===== config.mk =====
export PLATFORM = sky130hd
export DESIGN_NAME = bmsd_top
export DESIGN_NICKNAME = d
export VERILOG_FILES = /design/src/logic/bmsd_pkg.sv /design/src/logic/bmsd_top.sv
export SDC_FILE = /design/constraint.sdc
export NUM_CORES = 1
export LEC_CHECK = 0
export ABC_AREA = 1
export BUFFER_PORTS_ARGS = -buffer_cell sky130_fd_sc_hd__buf_2
export CAP_MARGIN = 20
export CORE_MARGIN = 1.5
export CORE_UTILIZATION = 32
export DETAILED_ROUTE_END_ITERATION = 10
export GPL_TIMING_DRIVEN = 0
export PLACE_DENSITY = 0.56
export SYNTH_ARGS = -nofsm -noshare
export SYNTH_HDL_FRONTEND = slang
export SYNTH_SLANG_ARGS = --single-unit

===== constraint.sdc =====
create_clock -name CLOCK_I -period 2.3 [get_ports CLOCK_I]
set_input_delay 0.345 -clock CLOCK_I [delete_from_list [all_inputs] [get_ports CLOCK_I]]
set_output_delay 0.345 -clock CLOCK_I [all_outputs]
set_load 0.01 [all_outputs]

===== src/logic/bmsd_pkg.sv =====
// Package: boot mode stream decoder constants and types
package bmsd_pkg;
  localparam int MODE_DIV = 256;
  localparam int STREAM_LEN = 256;
  localparam int CFG_W = 18;
  localparam int GAP_LSB = 15;
  localparam int DRV_LSB = 13;
  localparam int BUSW_BIT = 12;
  localparam int TMR_BIT = 11;
  localparam int WPROT_LSB = 9;
  localparam int ORDER_BIT = 8;
  localparam int MULT_LSB = 5;
  localparam int RATE_LSB = 1;
  localparam int MULT_BASE = 2;
  localparam int BEATS_64 = 4;
  localparam int BEATS_32 = 8;
  localparam logic [7:0] ADDR_CFG = 8'h00;
  localparam logic [7:0] ADDR_STAT = 8'h04;
  localparam logic [7:0] ADDR_CTRL = 8'h08;
  localparam logic [1:0] RESP_OK = 2'h0;
  localparam logic [1:0] RESP_SLVERR = 2'h2;
  localparam logic [2:0] MULT_RSVD = 3'h7;
  localparam logic [3:0] RATE_MAX = 4'h8;
  localparam logic [1:0] WPROT_RSVD = 2'h1;
  typedef enum logic [1:0] {
    BMSD_WP_LEGACY,
    BMSD_WP_RSVD,
    BMSD_WP_PIPE,
    BMSD_WP_REISSUE
  } bmsd_wprot_t;
  typedef struct packed {
    logic [2:0] gap;
    logic [1:0] drive;
    logic bus32;
    logic timer_irq_disable;
    logic [1:0] wprot;
    logic byte_order_select;
    logic [2:0] mult;
    logic [3:0] rate;
    logic rsvd0;
  } bmsd_cfg_t;
  typedef struct packed {
    logic [3:0] group;
    logic [3:0] idle;
  } bmsd_pace_t;
endpackage : bmsd_pkg


===== src/logic/bmsd_top.sv =====
// Boot mode stream loader, field decoder, write pacer and standby control
`timescale 1ns/1ns
`default_nettype none
module bmsd_top
  import bmsd_pkg::*;
#(
  parameter int DIV = MODE_DIV,
  parameter int NBITS = STREAM_LEN
)(
  input wire logic CLOCK_I,
  input wire logic RST_N_I,
  input wire logic MODE_DATA_I,
  output logic MODE_CLK_O,
  output logic CFG_DONE_O,
  input wire logic WR_START_I,
  input wire logic WR_BLOCK_I,
  output logic WR_READY_O,
  output logic WR_BEAT_O,
  output logic [2:0] DRIVE_RANK_O,
  output logic BUS32_O,
  output logic BIG_ENDIAN_O,
  output logic [1:0] WR_PROTOCOL_O,
  output logic [3:0] PLL_MULT_O,
  input wire logic HALT_EXEC_I,
  input wire logic TIMER_IRQ_I,
  input wire logic [5:0] INT_N_I,
  input wire logic NMI_N_I,
  input wire logic EXT_REQ_N_I,
  output logic [5:0] IRQ_O,
  output logic NMI_O,
  output logic EXT_REQ_O,
  output logic STANDBY_O,
  output logic CORE_CLK_EN_O,
  input wire logic [7:0] S_AXI_AWADDR,
  input wire logic S_AXI_AWVALID,
  output logic S_AXI_AWREADY,
  input wire logic [31:0] S_AXI_WDATA,
  input wire logic [3:0] S_AXI_WSTRB,
  input wire logic S_AXI_WVALID,
  output logic S_AXI_WREADY,
  output logic [1:0] S_AXI_BRESP,
  output logic S_AXI_BVALID,
  input wire logic S_AXI_BREADY,
  input wire logic [7:0] S_AXI_ARADDR,
  input wire logic S_AXI_ARVALID,
  output logic S_AXI_ARREADY,
  output logic [31:0] S_AXI_RDATA,
  output logic [1:0] S_AXI_RRESP,
  output logic S_AXI_RVALID,
  input wire logic S_AXI_RREADY
);
  localparam int DW = $clog2(DIV);
  localparam int BW = $clog2(NBITS);
  initial
  begin
    if (DIV < 4 || (DIV & (DIV - 1)) != 0 || NBITS < CFG_W)
      $error("bmsd_top: unsupported DIV or NBITS");
  end

  // Block-write beat pacing: beats per group, idle cycles after it
  function automatic bmsd_pace_t pace_of(input logic [3:0] c);
    case (c)
      4'h1: pace_of = '{4'h2, 4'h1};
      4'h2: pace_of = '{4'h2, 4'h2};
      4'h3: pace_of = '{4'h1, 4'h1};
      4'h4: pace_of = '{4'h2, 4'h3};
      4'h5: pace_of = '{4'h2, 4'h4};
      4'h6: pace_of = '{4'h1, 4'h2};
      4'h7: pace_of = '{4'h2, 4'h6};
      4'h8: pace_of = '{4'h1, 4'h3};
      default: pace_of = '{4'h1, 4'h0};
    endcase
  endfunction : pace_of

  // Pin synchronisers
  logic [8:0] pin_s1_q, pin_s2_q;
  always_ff @(posedge CLOCK_I or negedge RST_N_I)
  begin
    if (!RST_N_I)
    begin
      pin_s1_q <= 9'h1FF;
      pin_s2_q <= 9'h1FF;
    end
    else
    begin
      pin_s1_q <= {MODE_DATA_I, EXT_REQ_N_I, NMI_N_I, INT_N_I};
      pin_s2_q <= pin_s1_q;
    end
  end
  logic mode_bit, ext_req, nmi;
  logic [5:0] int_lvl;
  assign mode_bit = pin_s2_q[8];
  assign ext_req = ~pin_s2_q[7];
  assign nmi = ~pin_s2_q[6];
  assign int_lvl = ~pin_s2_q[5:0];

  // Mode stream loader
  typedef enum logic {BMSD_LD_RUN, BMSD_LD_DONE} bmsd_ld_t;
  bmsd_ld_t ld_q;
  logic [DW-1:0] div_q;
  logic [BW-1:0] bit_q;
  logic [CFG_W-1:0] raw_q;
  logic rsvd_q, reload;
  bmsd_cfg_t cfg;
  assign cfg = raw_q;
  always_ff @(posedge CLOCK_I or negedge RST_N_I)
  begin
    if (!RST_N_I)
    begin
      ld_q <= BMSD_LD_RUN;
      div_q <= '0;
      bit_q <= '0;
      raw_q <= '0;
      rsvd_q <= 1'b0;
    end
    else
    begin
      case (ld_q)
        BMSD_LD_RUN:
        begin
          div_q <= div_q + 1'b1;
          if (&div_q)
          begin
            bit_q <= bit_q + 1'b1;
            if (bit_q < BW'(CFG_W))
              raw_q[bit_q[$clog2(CFG_W)-1:0]] <= mode_bit;
            if ((bit_q >= BW'(CFG_W) || bit_q == '0) && mode_bit)
              rsvd_q <= 1'b1;
            if (&bit_q)
              ld_q <= BMSD_LD_DONE;
          end
        end
        BMSD_LD_DONE:
        begin
          if (reload)
          begin
            ld_q <= BMSD_LD_RUN;
            div_q <= '0;
            bit_q <= '0;
            rsvd_q <= 1'b0;
          end
        end
        default: ld_q <= BMSD_LD_DONE;
      endcase
    end
  end
  assign MODE_CLK_O = (ld_q == BMSD_LD_RUN) && div_q[DW-1];
  assign CFG_DONE_O = (ld_q == BMSD_LD_DONE);

  // Field decode
  always_comb
  begin
    case (cfg.drive)
      2'h2: DRIVE_RANK_O = 3'h3;
      2'h3: DRIVE_RANK_O = 3'h2;
      2'h0: DRIVE_RANK_O = 3'h1;
      default: DRIVE_RANK_O = 3'h0;
    endcase
  end
  assign BUS32_O = cfg.bus32;
  assign BIG_ENDIAN_O = cfg.byte_order_select;
  assign WR_PROTOCOL_O = cfg.wprot;
  assign PLL_MULT_O = (cfg.mult == MULT_RSVD) ? 4'h0 :
    4'(cfg.mult) + 4'(MULT_BASE);

  // Write pacer
  typedef enum logic [1:0] {
    BMSD_WS_IDLE, BMSD_WS_GAP, BMSD_WS_DATA, BMSD_WS_PACE
  } bmsd_ws_t;
  bmsd_ws_t ws_q;
  logic [3:0] cnt_q, beats_q, grp_q;
  logic blk_q;
  bmsd_pace_t pace;
  assign pace = pace_of(cfg.rate > RATE_MAX ? 4'h0 : cfg.rate);
  assign WR_READY_O = (ws_q == BMSD_WS_IDLE) && CFG_DONE_O && !STANDBY_O;
  assign WR_BEAT_O = (ws_q == BMSD_WS_DATA);
  always_ff @(posedge CLOCK_I or negedge RST_N_I)
  begin
    if (!RST_N_I)
    begin
      ws_q <= BMSD_WS_IDLE;
      cnt_q <= '0;
      beats_q <= '0;
      grp_q <= '0;
      blk_q <= 1'b0;
    end
    else
    begin
      case (ws_q)
        BMSD_WS_IDLE:
        begin
          if (WR_START_I && WR_READY_O)
          begin
            blk_q <= WR_BLOCK_I;
            beats_q <= !WR_BLOCK_I ? 4'h1 :
              cfg.bus32 ? 4'(BEATS_32) : 4'(BEATS_64);
            grp_q <= '0;
            cnt_q <= 4'(cfg.gap);
            ws_q <= (cfg.gap == '0) ? BMSD_WS_DATA : BMSD_WS_GAP;
          end
        end
        BMSD_WS_GAP:
        begin
          cnt_q <= cnt_q - 1'b1;
          if (cnt_q == 4'h1)
            ws_q <= BMSD_WS_DATA;
        end
        BMSD_WS_DATA:
        begin
          beats_q <= beats_q - 1'b1;
          grp_q <= grp_q + 1'b1;
          if (beats_q == 4'h1)
            ws_q <= BMSD_WS_IDLE;
          else if (blk_q && pace.idle != '0 && grp_q + 1'b1 == pace.group)
          begin
            grp_q <= '0;
            cnt_q <= pace.idle;
            ws_q <= BMSD_WS_PACE;
          end
        end
        BMSD_WS_PACE:
        begin
          cnt_q <= cnt_q - 1'b1;
          if (cnt_q == 4'h1)
            ws_q <= BMSD_WS_DATA;
        end
        default: ws_q <= BMSD_WS_IDLE;
      endcase
    end
  end

  // Interrupt routing and standby
  logic timer_irq, wake, force_wake;
  assign timer_irq = TIMER_IRQ_I && !cfg.timer_irq_disable;
  assign IRQ_O = {int_lvl[5] | timer_irq, int_lvl[4:0]};
  assign NMI_O = nmi;
  assign EXT_REQ_O = ext_req;
  assign wake = (|IRQ_O) || nmi || force_wake;
  logic sby_q;
  always_ff @(posedge CLOCK_I or negedge RST_N_I)
  begin
    if (!RST_N_I)
      sby_q <= 1'b0;
    else if (wake)
      sby_q <= 1'b0;
    else if (HALT_EXEC_I && CFG_DONE_O)
      sby_q <= 1'b1;
  end
  assign STANDBY_O = sby_q;
  assign CORE_CLK_EN_O = !sby_q;

  // AXI4-Lite slave
  logic aw_q, w_q, bv_q, rv_q;
  logic [7:0] awa_q;
  logic [31:0] wd_q, rd_q;
  logic [1:0] br_q, rr_q;
  assign S_AXI_AWREADY = !aw_q && !bv_q;
  assign S_AXI_WREADY = !w_q && !bv_q;
  assign S_AXI_BVALID = bv_q;
  assign S_AXI_BRESP = br_q;
  assign S_AXI_ARREADY = !rv_q;
  assign S_AXI_RVALID = rv_q;
  assign S_AXI_RDATA = rd_q;
  assign S_AXI_RRESP = rr_q;
  logic aw_ok, w_ok, do_wr;
  logic [7:0] wa;
  logic [31:0] wd;
  assign aw_ok = aw_q || (S_AXI_AWVALID && S_AXI_AWREADY);
  assign w_ok = w_q || (S_AXI_WVALID && S_AXI_WREADY);
  assign do_wr = aw_ok && w_ok && !bv_q;
  assign wa = aw_q ? awa_q : S_AXI_AWADDR;
  assign wd = w_q ? wd_q : S_AXI_WDATA;
  assign reload = do_wr && wa == ADDR_CTRL && wd[0] && S_AXI_WSTRB[0];
  assign force_wake = do_wr && wa == ADDR_CTRL && wd[1] && S_AXI_WSTRB[0];
  always_ff @(posedge CLOCK_I or negedge RST_N_I)
  begin
    if (!RST_N_I)
    begin
      aw_q <= 1'b0;
      w_q <= 1'b0;
      bv_q <= 1'b0;
      awa_q <= '0;
      wd_q <= '0;
      br_q <= RESP_OK;
    end
    else
    begin
      if (S_AXI_AWVALID && S_AXI_AWREADY)
      begin
        aw_q <= 1'b1;
        awa_q <= S_AXI_AWADDR;
      end
      if (S_AXI_WVALID && S_AXI_WREADY)
      begin
        w_q <= 1'b1;
        wd_q <= S_AXI_WDATA;
      end
      if (do_wr)
      begin
        aw_q <= 1'b0;
        w_q <= 1'b0;
        bv_q <= 1'b1;
        br_q <= (wa == ADDR_CTRL) ? RESP_OK : RESP_SLVERR;
      end
      else if (bv_q && S_AXI_BREADY)
        bv_q <= 1'b0;
    end
  end
  always_ff @(posedge CLOCK_I or negedge RST_N_I)
  begin
    if (!RST_N_I)
    begin
      rv_q <= 1'b0;
      rd_q <= '0;
      rr_q <= RESP_OK;
    end
    else if (S_AXI_ARVALID && S_AXI_ARREADY)
    begin
      rv_q <= 1'b1;
      rr_q <= RESP_OK;
      case (S_AXI_ARADDR)
        ADDR_CFG: rd_q <= 32'(raw_q);
        ADDR_STAT: rd_q <= {24'h0, (cfg.wprot == WPROT_RSVD),
          (cfg.mult == MULT_RSVD), rsvd_q, ld_q == BMSD_LD_RUN,
          (ws_q != BMSD_WS_IDLE), sby_q, CFG_DONE_O, 1'b0};
        ADDR_CTRL: rd_q <= 32'h0;
        default:
        begin
          rd_q <= 32'h0;
          rr_q <= RESP_SLVERR;
        end
      endcase
    end
    else if (rv_q && S_AXI_RREADY)
      rv_q <= 1'b0;
  end
endmodule : bmsd_top
`default_nettype wire


==> flow_summary.ini, run 1 <==
[grt]
top_usage_layer = met2
grtUsageMet1 = 0.199
grtUsageMet2 = 0.236
grt_pass1_wl_um = 20500
grt_use_total = 0.148
globalRouteOverflowTotal = 0
grt_util_met3 = 0.0343
grt_max_degree = 55
antenna_found_initial = 0
first_global_vias = 4079

[sta]
slew_headroom = 0.518
fin_ws_ns = 0.148
setup_violations = 0
report.final.slew_viol_count = 0
fmax_mhz = 465
finalCritPeriodShare = 0.936
finalCriticalPeriod_ns = 2.15
hold_viol = 0
worstMarginPinSlew_ns = 0.722
clock_skew_ns = 0.00774

[yosys]
yosys.area.top_type = dfrtp_1
synthTopCellsByArea = dfrtp_1, nand2_1, dfstp_2, inv_1, nand3_1
syn_area_um2 = 5260
synth-edff-count = 0
synth.avg_cell_area_um2 = 8.44
yosysSeqAreaShare = 0.499
synthTopCellsByCount = nand2_1, dfrtp_1, inv_1, nand3_1, o21ai_0
ys_async_sr_fraction = 1.00
synth_ff_type = dfrtp_1
netlist_instances = 623
ys_ff_latch = 104
yosysWarnings = 0
synth_cell_types = 46
synth.top_cell.area_share = 0.409
yosysMostFrequentCell = nand2_1

[drt]
drc = 0
dr.first_iter.drc_count = 151
via_count = 4321
vias_per_cell = 4.46
final_antenna_net_count = 0
routedWlPerCell_um = 12.4
first_pass_iters = 4
routed_wl_um = 12000

[clock_network]
clkTransAtPathRegs_ns = 0.07
cts_tree = yes
cts_buffers = 9
htree_levels = 3
root_buffer = clkbuf_16
max-clock-path-buffers = 2
clock-sinks = 104
clock_latency_ns = 0.35

[worst_setup_path]
cp-startpoint = cfg[3]
cp_data_arrival_time_ns = 2.43
r2r-start = cfg[3]
required_ns = 2.58
critPathCaptureType = register
critPathMaxFanout = 5
crit_path_start_kind = register
path_class = register to register

[placed_design]
dp_hpwl_um = 8780
place_congestion = 0.786
dp_slack_ns = -0.0281
io_buffers = 87

[outcome]
status = complete, no violations

[cells_and_area]
diodes = 0
area_delta_synth_final_pct = 23.2
nFillCells = 1658
layout.nets = 835
drive_above_1_share = 0.256
postLayoutCoreUtil = 0.406

[power]
irDropWorstVdd_v = 0.000404
power_density_nw_per_um2 = 939
p_leak_nw = 3.22

[floorplanning]
num_rows = 46
die-area_um2 = 17200
die_width_um = 131
ioPinCount = 138
die_y_um = 131
core_um2 = 15900
initial_core_util = 0.330

[min_path]
hold_path_class = input pin to asynchronous set/reset pin

[job]
maxCapViolations = 0
==> power breakdown <==
part           total (mW)  internal [mW]  switching (mW)
clock network        1.49          0.797           0.694
registers            2.53           2.21           0.315
logic                2.06          0.809            1.26
total                6.08           3.82            2.26
==> metal layers <==
metal	vias up	share of wire	routed length, um
met3	12	0.042	498
met4	0	0.012	138
met1	1985	0.49	5850
met2	77	0.46	5480
li1	2247	-	-
met5	-	0	0
==> cell usage in the layout (no fill, tap or decap), types with 3 or more instances in the layout <==
cell | Yosys | final
a21oi_1 | 12 | 11
buf_2 | 3 | 88
buf_4 | 19 | 29
buf_6 | 2 | 4
clkbuf_1 | 8 | 9
clkbuf_16 | 0 | 9
clkinv_2 | 1 | 3
conb_1 | 1 | 17
dfrtp_1 | 86 | 86
dfstp_2 | 18 | 18
ha_1 | 15 | 15
inv_1 | 75 | 74
inv_2 | 7 | 7
mux2_2 | 3 | 3
nand2_1 | 135 | 134
nand2_2 | 6 | 5
nand2_4 | 2 | 4
nand3_1 | 53 | 52
nand3_2 | 2 | 3
nand4_1 | 6 | 6
nor2_1 | 41 | 40
nor2_4 | 2 | 6
nor3_1 | 11 | 11
nor4_1 | 3 | 3
o211ai_1 | 4 | 4
o21ai_0 | 52 | 52
o21ai_1 | 16 | 16
o22ai_1 | 7 | 7
o31ai_1 | 3 | 3
xor2_1 | 5 | 5
==> registers in the layout, summed over array words and instances (netlist names) <==
signal / cells
bit_q: 8
pin_s1_q: 9
CFG_DONE_O: 1
cnt_q: 4
w_q: 1
S_AXI_RVALID: 1
awa_q: 8
STANDBY_O: 1
S_AXI_RRESP: 1
aw_q: 1
grp_q: 4
rsvd_q: 1
ws_q: 2
wd_q: 2
blk_q: 1
div_q: 8
cfg: 18
beats_q: 4
S_AXI_RDATA: 18
S_AXI_BVALID: 1
S_AXI_BRESP: 1
pin_s2_q: 9
==> worst max-delay path: stages (launching register included) <==
cell     delay (ns)
dfrtp_1        0.38
buf_6          0.13
nor2_4         0.14
nand2_4        0.08
a21oi_4        0.17
inv_2          0.06
ha_1           0.19
inv_1          0.07
nand3_1        0.07
nand2_1        0.07
buf_4          0.10
nand3_1        0.07
nand3_2        0.10
nor2_4         0.05
nand3_2        0.07
nand2_4        0.08
buf_6          0.13
o21ai_1        0.12
==> path summary, 6_finish.rpt <==
kind | to | slack [ns] | cells past startpoint
worst max-delay path | grp_q[0] | 0.15 | 17
worst min-delay path | S_AXI_BVALID | 0.05 | 1
worst max register to register | grp_q[0] | 0.15 | 17
worst min register to register | pin_s2_q[5] | 0.36 | 0
max in group asynchronous | ws_q[0] | 1.55 | 2
min in group CLOCK_I | pin_s1_q[0] | 0.08 | 1
==> logic make-up after synthesis <==
family | Yosys count | synth area share
and+or+nand+nor | 275 | 0.240
buffers and inverters | 116 | 0.100
DFF | 104 | 0.499
AOI/OAI and AO/OA | 102 | 0.106
adders and majority gates | 15 | 0.0357
xor gates and xnor gates | 7 | 0.0117
muxes | 3 | 0.00643
other | 1 | 0.000713
==> stage by stage <==
step                      power [mW]  std cells  TNS (ns)  instance area, um2  hold WS (ns)
after global placement          4.47        942    -31.56                6020         0.345
after CTS                       6.03        960         0                6350        0.0592
after detailed placement        4.49        943   -0.0871                6050         0.347
after floorplan                 3.95        639         0                5320        0.0494
after global routing            6.61        969   -0.0524                6480        0.0606
final                           6.08        969         0                6480        0.0511
==> layout make-up <==
cell class / instances / area [um2] / share of cell area
timing repair buffer: 98 / 544 / 0.0840
multi-input combinational: 419 / 2220 / 0.342
clock inverter: 4 / 27.5 / 0.00425
inverter: 84 / 319 / 0.0493
buffer: 32 / 216 / 0.0334
clock buffer: 12 / 256 / 0.0396
sequential: 104 / 2630 / 0.405
tap: 216 / 270 / 0.0417
==> repair_timing <==
item,CTS,global route
resized for setup,1,16
buffers inserted,1,9
endpoints found under the setup margin,4,8
pin swaps,0,6
hold buffers,0,0
(Power assumes the default switching activity.)
==> run 2, diff against run 1 <==
--- a/config.mk
+++ b/config.mk
@@ -6,5 +6,4 @@
 export NUM_CORES = 1
 export LEC_CHECK = 0
-export ABC_AREA = 1
 export BUFFER_PORTS_ARGS = -buffer_cell sky130_fd_sc_hd__buf_2
 export CAP_MARGIN = 20
@@ -12,4 +11,5 @@
 export CORE_UTILIZATION = 32
 export DETAILED_ROUTE_END_ITERATION = 10
+export GPL_ROUTABILITY_DRIVEN = 0
 export GPL_TIMING_DRIVEN = 0
 export PLACE_DENSITY = 0.56
==> constraint.sdc (replaced) <==
create_clock -name CLOCK_I -period 2.3 [get_ports CLOCK_I]
set_input_delay 0.23 -clock CLOCK_I [delete_from_list [all_inputs] [get_ports CLOCK_I]]
set_output_delay 0.23 -clock CLOCK_I [all_outputs]
set_load 0.01 [all_outputs]
==> run 2 against run 1 <==
Clock skew grew 0.0016 ns. Fmax down 0.46%. Non-clock buffer count grew 14. Sequential power decreased by 18%. Hold slack improved by 0.014 ns. Cell area up 0.97%.
==> flow_summary.ini, run 2 <==
[sta]
worstMarginPinSlew_ns = 0.567
finalSetupTns_ns = 0
fmax_mhz = 462
clock_skew_ns = 0.00939
report.final.slew_viol_count = 0
setup_violations = 0
hold_viol = 0
finalCriticalPeriod_ns = 2.16
finalCritPeriodShare = 0.940
fin_ws_ns = 0.138
slew_headroom = 0.622

[placed_design]
dp_slack_ns = -0.279
io_buffers = 86
dp_hpwl_um = 8730

[yosys]
synth_ff_type = dfrtp_1
synth.top_cell.area_share = 0.413
synthTopCellsByArea = dfrtp_1, dfstp_2, mux2_2, nand2_1, ha_1
synthTopCellsByCount = dfrtp_1, nand2_1, nor2_1, o21ai_0, mux2_2
ys_async_sr_fraction = 1.00
yosysMostFrequentCell = dfrtp_1
yosys.area.top_type = dfrtp_1
ys_ff_latch = 104
synth_cell_types = 62
yosysWarnings = 0
syn_area_um2 = 5210
yosysSeqAreaShare = 0.504
netlist_instances = 495
synth.avg_cell_area_um2 = 10.5
synth-edff-count = 0

[worst_setup_path]
crit_path_start_kind = register
r2r-start = cfg[1]
required_ns = 2.55
path_class = register to register
cp_data_arrival_time_ns = 2.41
cp-startpoint = cfg[1]
critPathMaxFanout = 8
critPathCaptureType = register

[drt]
routedWlPerCell_um = 14.0
via_count = 3961
dr.first_iter.drc_count = 248
final_antenna_net_count = 0
first_pass_iters = 4
routed_wl_um = 11800
vias_per_cell = 4.67
drc = 0

[grt]
grt_pass1_wl_um = 19200
grt_max_degree = 74
first_global_vias = 3970
globalRouteOverflowTotal = 0
grt_use_total = 0.144
antenna_found_initial = 0

[clock_network]
clock-sinks = 104
max-clock-path-buffers = 2
clkTransAtPathRegs_ns = 0.08
root_buffer = clkbuf_16
clock_latency_ns = 0.35
cts_buffers = 9
cts_tree = yes
htree_levels = 3

[cells_and_area]
nFillCells = 1594
final_cell_mix = dfrtp_1, buf_2, nand2_1, o21ai_0, nor2_1
area_delta_synth_final_pct = 25.6
layout.nets = 714
diodes = 0
drive_above_1_share = 0.329

[floorplanning]
initial_core_util = 0.328
ioPinCount = 138
die_y_um = 131
die-area_um2 = 17000
num_rows = 46
die_width_um = 131
core_um2 = 15900

[power]
internal_power_mw = 3.08
power_mw = 4.20
combPwrFrac = 0.123
p_sw_frac = 0.267
irDropWorstVdd_v = 0.000365
power_density_nw_per_um2 = 643
p_leak_nw = 3.09
p_sw_mw = 1.12
p_clk_frac = 0.381
p_seq_frac = 0.496

[job]
maxCapViolations = 0

[outcome]
status = complete, no violations

[min_path]
hold_path_class = input pin to register
worstHoldStart = S_AXI_RREADY
==> run 2: cell types whose count changed after synthesis, sizes merged, moves of 8 or more <==
cell,previous run,this run
a22o,0,12
and2,1,9
clkbuf,8,17
inv,82,26
mux2,3,32
nand2,143,52
nand3,56,20
nor2,48,31
o21ai,68,31
==> run 2: metrics by stage <==
step | instances | area [um2] | hold WS, ns | util
floorplan | 511 | 5270 | -0.0656 | -
global placement | 813 | 5970 | 0.335 | 0.376
detailed placement | 814 | 6000 | 0.205 | 0.378
CTS | 840 | 6440 | 0.0551 | 0.405
global route | 848 | 6540 | 0.0638 | 0.412
finish | 848 | 6540 | 0.0649 | 0.412
==> run 2: per-layer routing <==
| layer | part of all wire | wire (um) | GRT usage | up-vias |
|---|---|---|---|---|
| met5 | 0 | 0 | 0 | - |
| met4 | 0.031 | 365 | 0.0614 | 0 |
| met3 | 0.024 | 287 | 0.0285 | 25 |
| met2 | 0.52 | 6140 | 0.255 | 65 |
| met1 | 0.43 | 5060 | 0.169 | 1921 |
| li1 | - | - | - | 1950 |
==> run 2: path summary, 6_finish.rpt <==
kind / cells after the start / endpoint / slack, ns
setup / recovery: 8 / cnt_q[2] / 0.14
hold / removal: 2 / S_AXI_RVALID / 0.06
hold reg to reg: 0 / pin_s2_q[0] / 0.36
setup reg to reg: 8 / cnt_q[2] / 0.14
min in group asynchronous: 2 / div_q[3] / 0.36
max in group asynchronous: 3 / pin_s2_q[5] / 1.22
==> run 2: timing repair <==
action / CTS / global route
setup endpoints to repair: 7 / 9
endpoints found under the hold margin: 37 / 0
hold buffers: 10 / 0
gates cloned: 0 / 0
resized for setup: 8 / 8
buffers inserted: 0 / 8
pin swaps: 0 / 8
==> run 2: critical path, stage by stage, from the launching register on <==
cell and delay [ns]:
dfrtp_1 0.56, nand2b_4 0.12, ha_2 0.23, nor4b_4 0.26
a21oi_2 0.10, a31oi_1 0.20, o21ai_2 0.14, and2_1 0.19
a311oi_1 0.25
==> run 2: cell type report <==
cell class | instances | area (um2) | area share
multi-input combinational | 341 | 2350 | 0.359
buffer | 39 | 260 | 0.0398
tap | 216 | 270 | 0.0413
clock inverter | 6 | 62.6 | 0.00957
clock buffer | 10 | 250 | 0.0383
sequential | 104 | 2630 | 0.401
timing repair buffer | 105 | 621 | 0.0949
inverter | 27 | 101 | 0.0155
==> run 2: power by group through the flow <==
| stage | Clock [mW] | Sequential [mW] | Combinational, mW |
|---|---|---|---|
| after floorplan | 0 | 2.10 | 0.312 |
| after global placement | 0 | 2.11 | 0.488 |
| after detailed placement | 0 | 2.12 | 0.510 |
| after CTS | 1.63 | 2.09 | 0.526 |
| after global routing | 1.71 | 2.11 | 0.574 |
| final | 1.60 | 2.08 | 0.517 |
==> run 2: kinds of logic after synthesis <==
logic type               Yosys count  share of synthesized area
AND/OR/NAND/NOR                  163                      0.165
flip-flops                       104                      0.504
AO/OA/AOI/OAI                     90                      0.112
buffers and inverters             66                     0.0682
multiplexers                      39                     0.0848
XOR/XNOR                          17                     0.0286
adder cells (fa/ha/maj)           15                     0.0360
other                              1                   0.000720
==> run 3, diff against run 2 <==
CELL_PAD_IN_SITES_DETAIL_PLACEMENT = 1   (was default)
CELL_PAD_IN_SITES_GLOBAL_PLACEMENT = 2   (was default)
PLACE_DENSITY = 0.81   (was 0.56)
==> run 3 against run 2 <==
First-iteration DRC count shrank 70%. Flip-flop and latch count is the same. Sequential power is essentially flat. Register-to-register slack lost 0.03 ns. Hold slack lost 0.017 ns. Die area is the same. Clock skew shrank 0.0023 ns. Count of clock-buffer cells in the layout shrank 1. Setup slack lost 0.028 ns. Core utilization shrank 0.15 points. Wire length grew 7.8%.
==> flow_summary.ini, run 3 (synthesis gave the netlist of run 2 again) <==
[drt]
via_count = 3979
final_antenna_net_count = 0
dr.first_iter.drc_count = 75
vias_per_cell = 4.71
routed_wl_um = 12800
drc = 0
routedWlPerCell_um = 15.1
first_pass_iters = 5

[placed_design]
dp_cells = 814
io_buffers = 86
dp_slack_ns = -0.281
dp_hpwl_um = 9470

[clock_network]
clkTransAtPathRegs_ns = 0.08
cts_buffers = 9
clock-sinks = 104
htree_levels = 3
root_buffer = clkbuf_16
max-clock-path-buffers = 2
cts_tree = yes
clock_latency_ns = 0.36

[outcome]
status = complete, no violations

[sta]
clock_skew_ns = 0.00707
grt_setup_unrepaired = true
fmax_mhz = 457
fin_ws_ns = 0.109
worstMarginPinSlew_ns = 0.724
setup_violations = 0
finalCriticalPeriod_ns = 2.19
hold_viol = 0
finalCritPeriodShare = 0.952
report.final.slew_viol_count = 0
slew_headroom = 0.514

[worst_setup_path]
cp_slowest_cell = nor4_4
path_class = register to register
cpPeakStageDelay_ns = 0.41
cp_data_arrival_time_ns = 2.43
cp-startpoint = div_q[0]
critPathMaxFanout = 5
crit_path_start_kind = register
crit_top_cell = nand3_1
required_ns = 2.54
crit_chain = ha_2 -> nand3_1 -> nor4_4 -> and3_4 -> and2_4 -> nand3_1 -> mux2_4
critPathCaptureType = register
r2r-start = div_q[0]

[cells_and_area]
final_cell_mix = dfrtp_1, buf_2, nand2_1, o21ai_0, mux2_2
area_delta_synth_final_pct = 25.1
layout.nets = 711
drive_above_1_share = 0.339
diodes = 0
postLayoutCoreUtil = 0.410
final_cells = 845

[floorplanning]
num_rows = 46
die-area_um2 = 17000
die_y_um = 131
die_width_um = 131
core_um2 = 15900
initial_core_util = 0.328
ioPinCount = 138

[power]
irDropWorstVdd_v = 0.000310
power_density_nw_per_um2 = 628
p_leak_nw = 3.06
combPwrFrac = 0.125
p_sw_mw = 1.09
power_mw = 4.09
internal_power_mw = 3.01
p_seq_frac = 0.507
p_clk_frac = 0.368
p_sw_frac = 0.265

[grt]
globalRouteOverflowTotal = 0
grt_pass1_wl_um = 20700
grt_max_degree = 54
antenna_found_initial = 0
first_global_vias = 4074
grt_use_total = 0.158

[job]
maxCapViolations = 0

[min_path]
hold_path_class = input pin to register
worstHoldStart = S_AXI_RREADY
## run 3: path summary, 6_finish.rpt
kind                           endpoint  slack, ns  cells past startpoint
min reg2reg                 pin_s2_q[7]       0.36                      0
max in group asynchronous   pin_s2_q[8]       1.11                      3
min                        S_AXI_RVALID       0.05                      2
min in group asynchronous       cfg[11]       0.46                      2
max                             cfg[17]       0.11                      7
max reg2reg                     cfg[17]       0.11                      7
## run 3: layout make-up
| class | instances | area, um2 |
|---|---|---|
| clock inverter | 7 | 61.3 |
| sequential | 104 | 2630 |
| timing repair buffer | 102 | 598 |
| clock buffer | 9 | 225 |
| tap | 216 | 270 |
| fill | 1856 | 9370 |
| inverter | 27 | 101 |
| multi-input combinational | 341 | 2370 |
| buffer | 39 | 260 |
## run 3: stage by stage
step / cell area, um2 / hold WS, ns / TNS (ns)
detailed placement: 6000 / 0.325 / -1.34
global route: 6520 / 0.0589 / -0.0172
floorplan: 5270 / -0.0656 / 0
global placement: 5970 / 0.337 / -16.54
CTS: 6420 / 0.0333 / 0
finish: 6520 / 0.0480 / 0
## run 3: power groups by stage
stage	logic [mW]	registers [mW]	clock network (mW)
5_1_grt	0.573	2.10	1.64
6_report	0.510	2.08	1.51
2_1_floorplan	0.312	2.10	0
4_1_cts	0.520	2.08	1.57
3_5_place_dp	0.507	2.11	0
3_3_place_gp	0.487	2.10	0
## run 3: layer usage
metal | wire length [um] | track usage
met1 | 5840 | 0.205
met2 | 6330 | 0.266
met3 | 333 | 0.0236
met4 | 272 | 0.0646
met5 | 0 | 0
## run 3: critical path: cells and delay by family, from the launching register on
kind                     cells  cell delay, ns
flip-flops                   1            0.40
AND/OR/NAND/NOR              5            1.13
adder cells (fa/ha/maj)      1            0.23
multiplexers                 1            0.32
## run 3: timing repair
action | 4_1_cts | 5_1_grt
hold buffers | 10 | 0
setup endpoints to repair | 7 | 23
hold endpoints to repair | 44 | 0
pin swaps | 3 | 4
buffers inserted | 0 | 5
gates resized for setup | 9 | 14
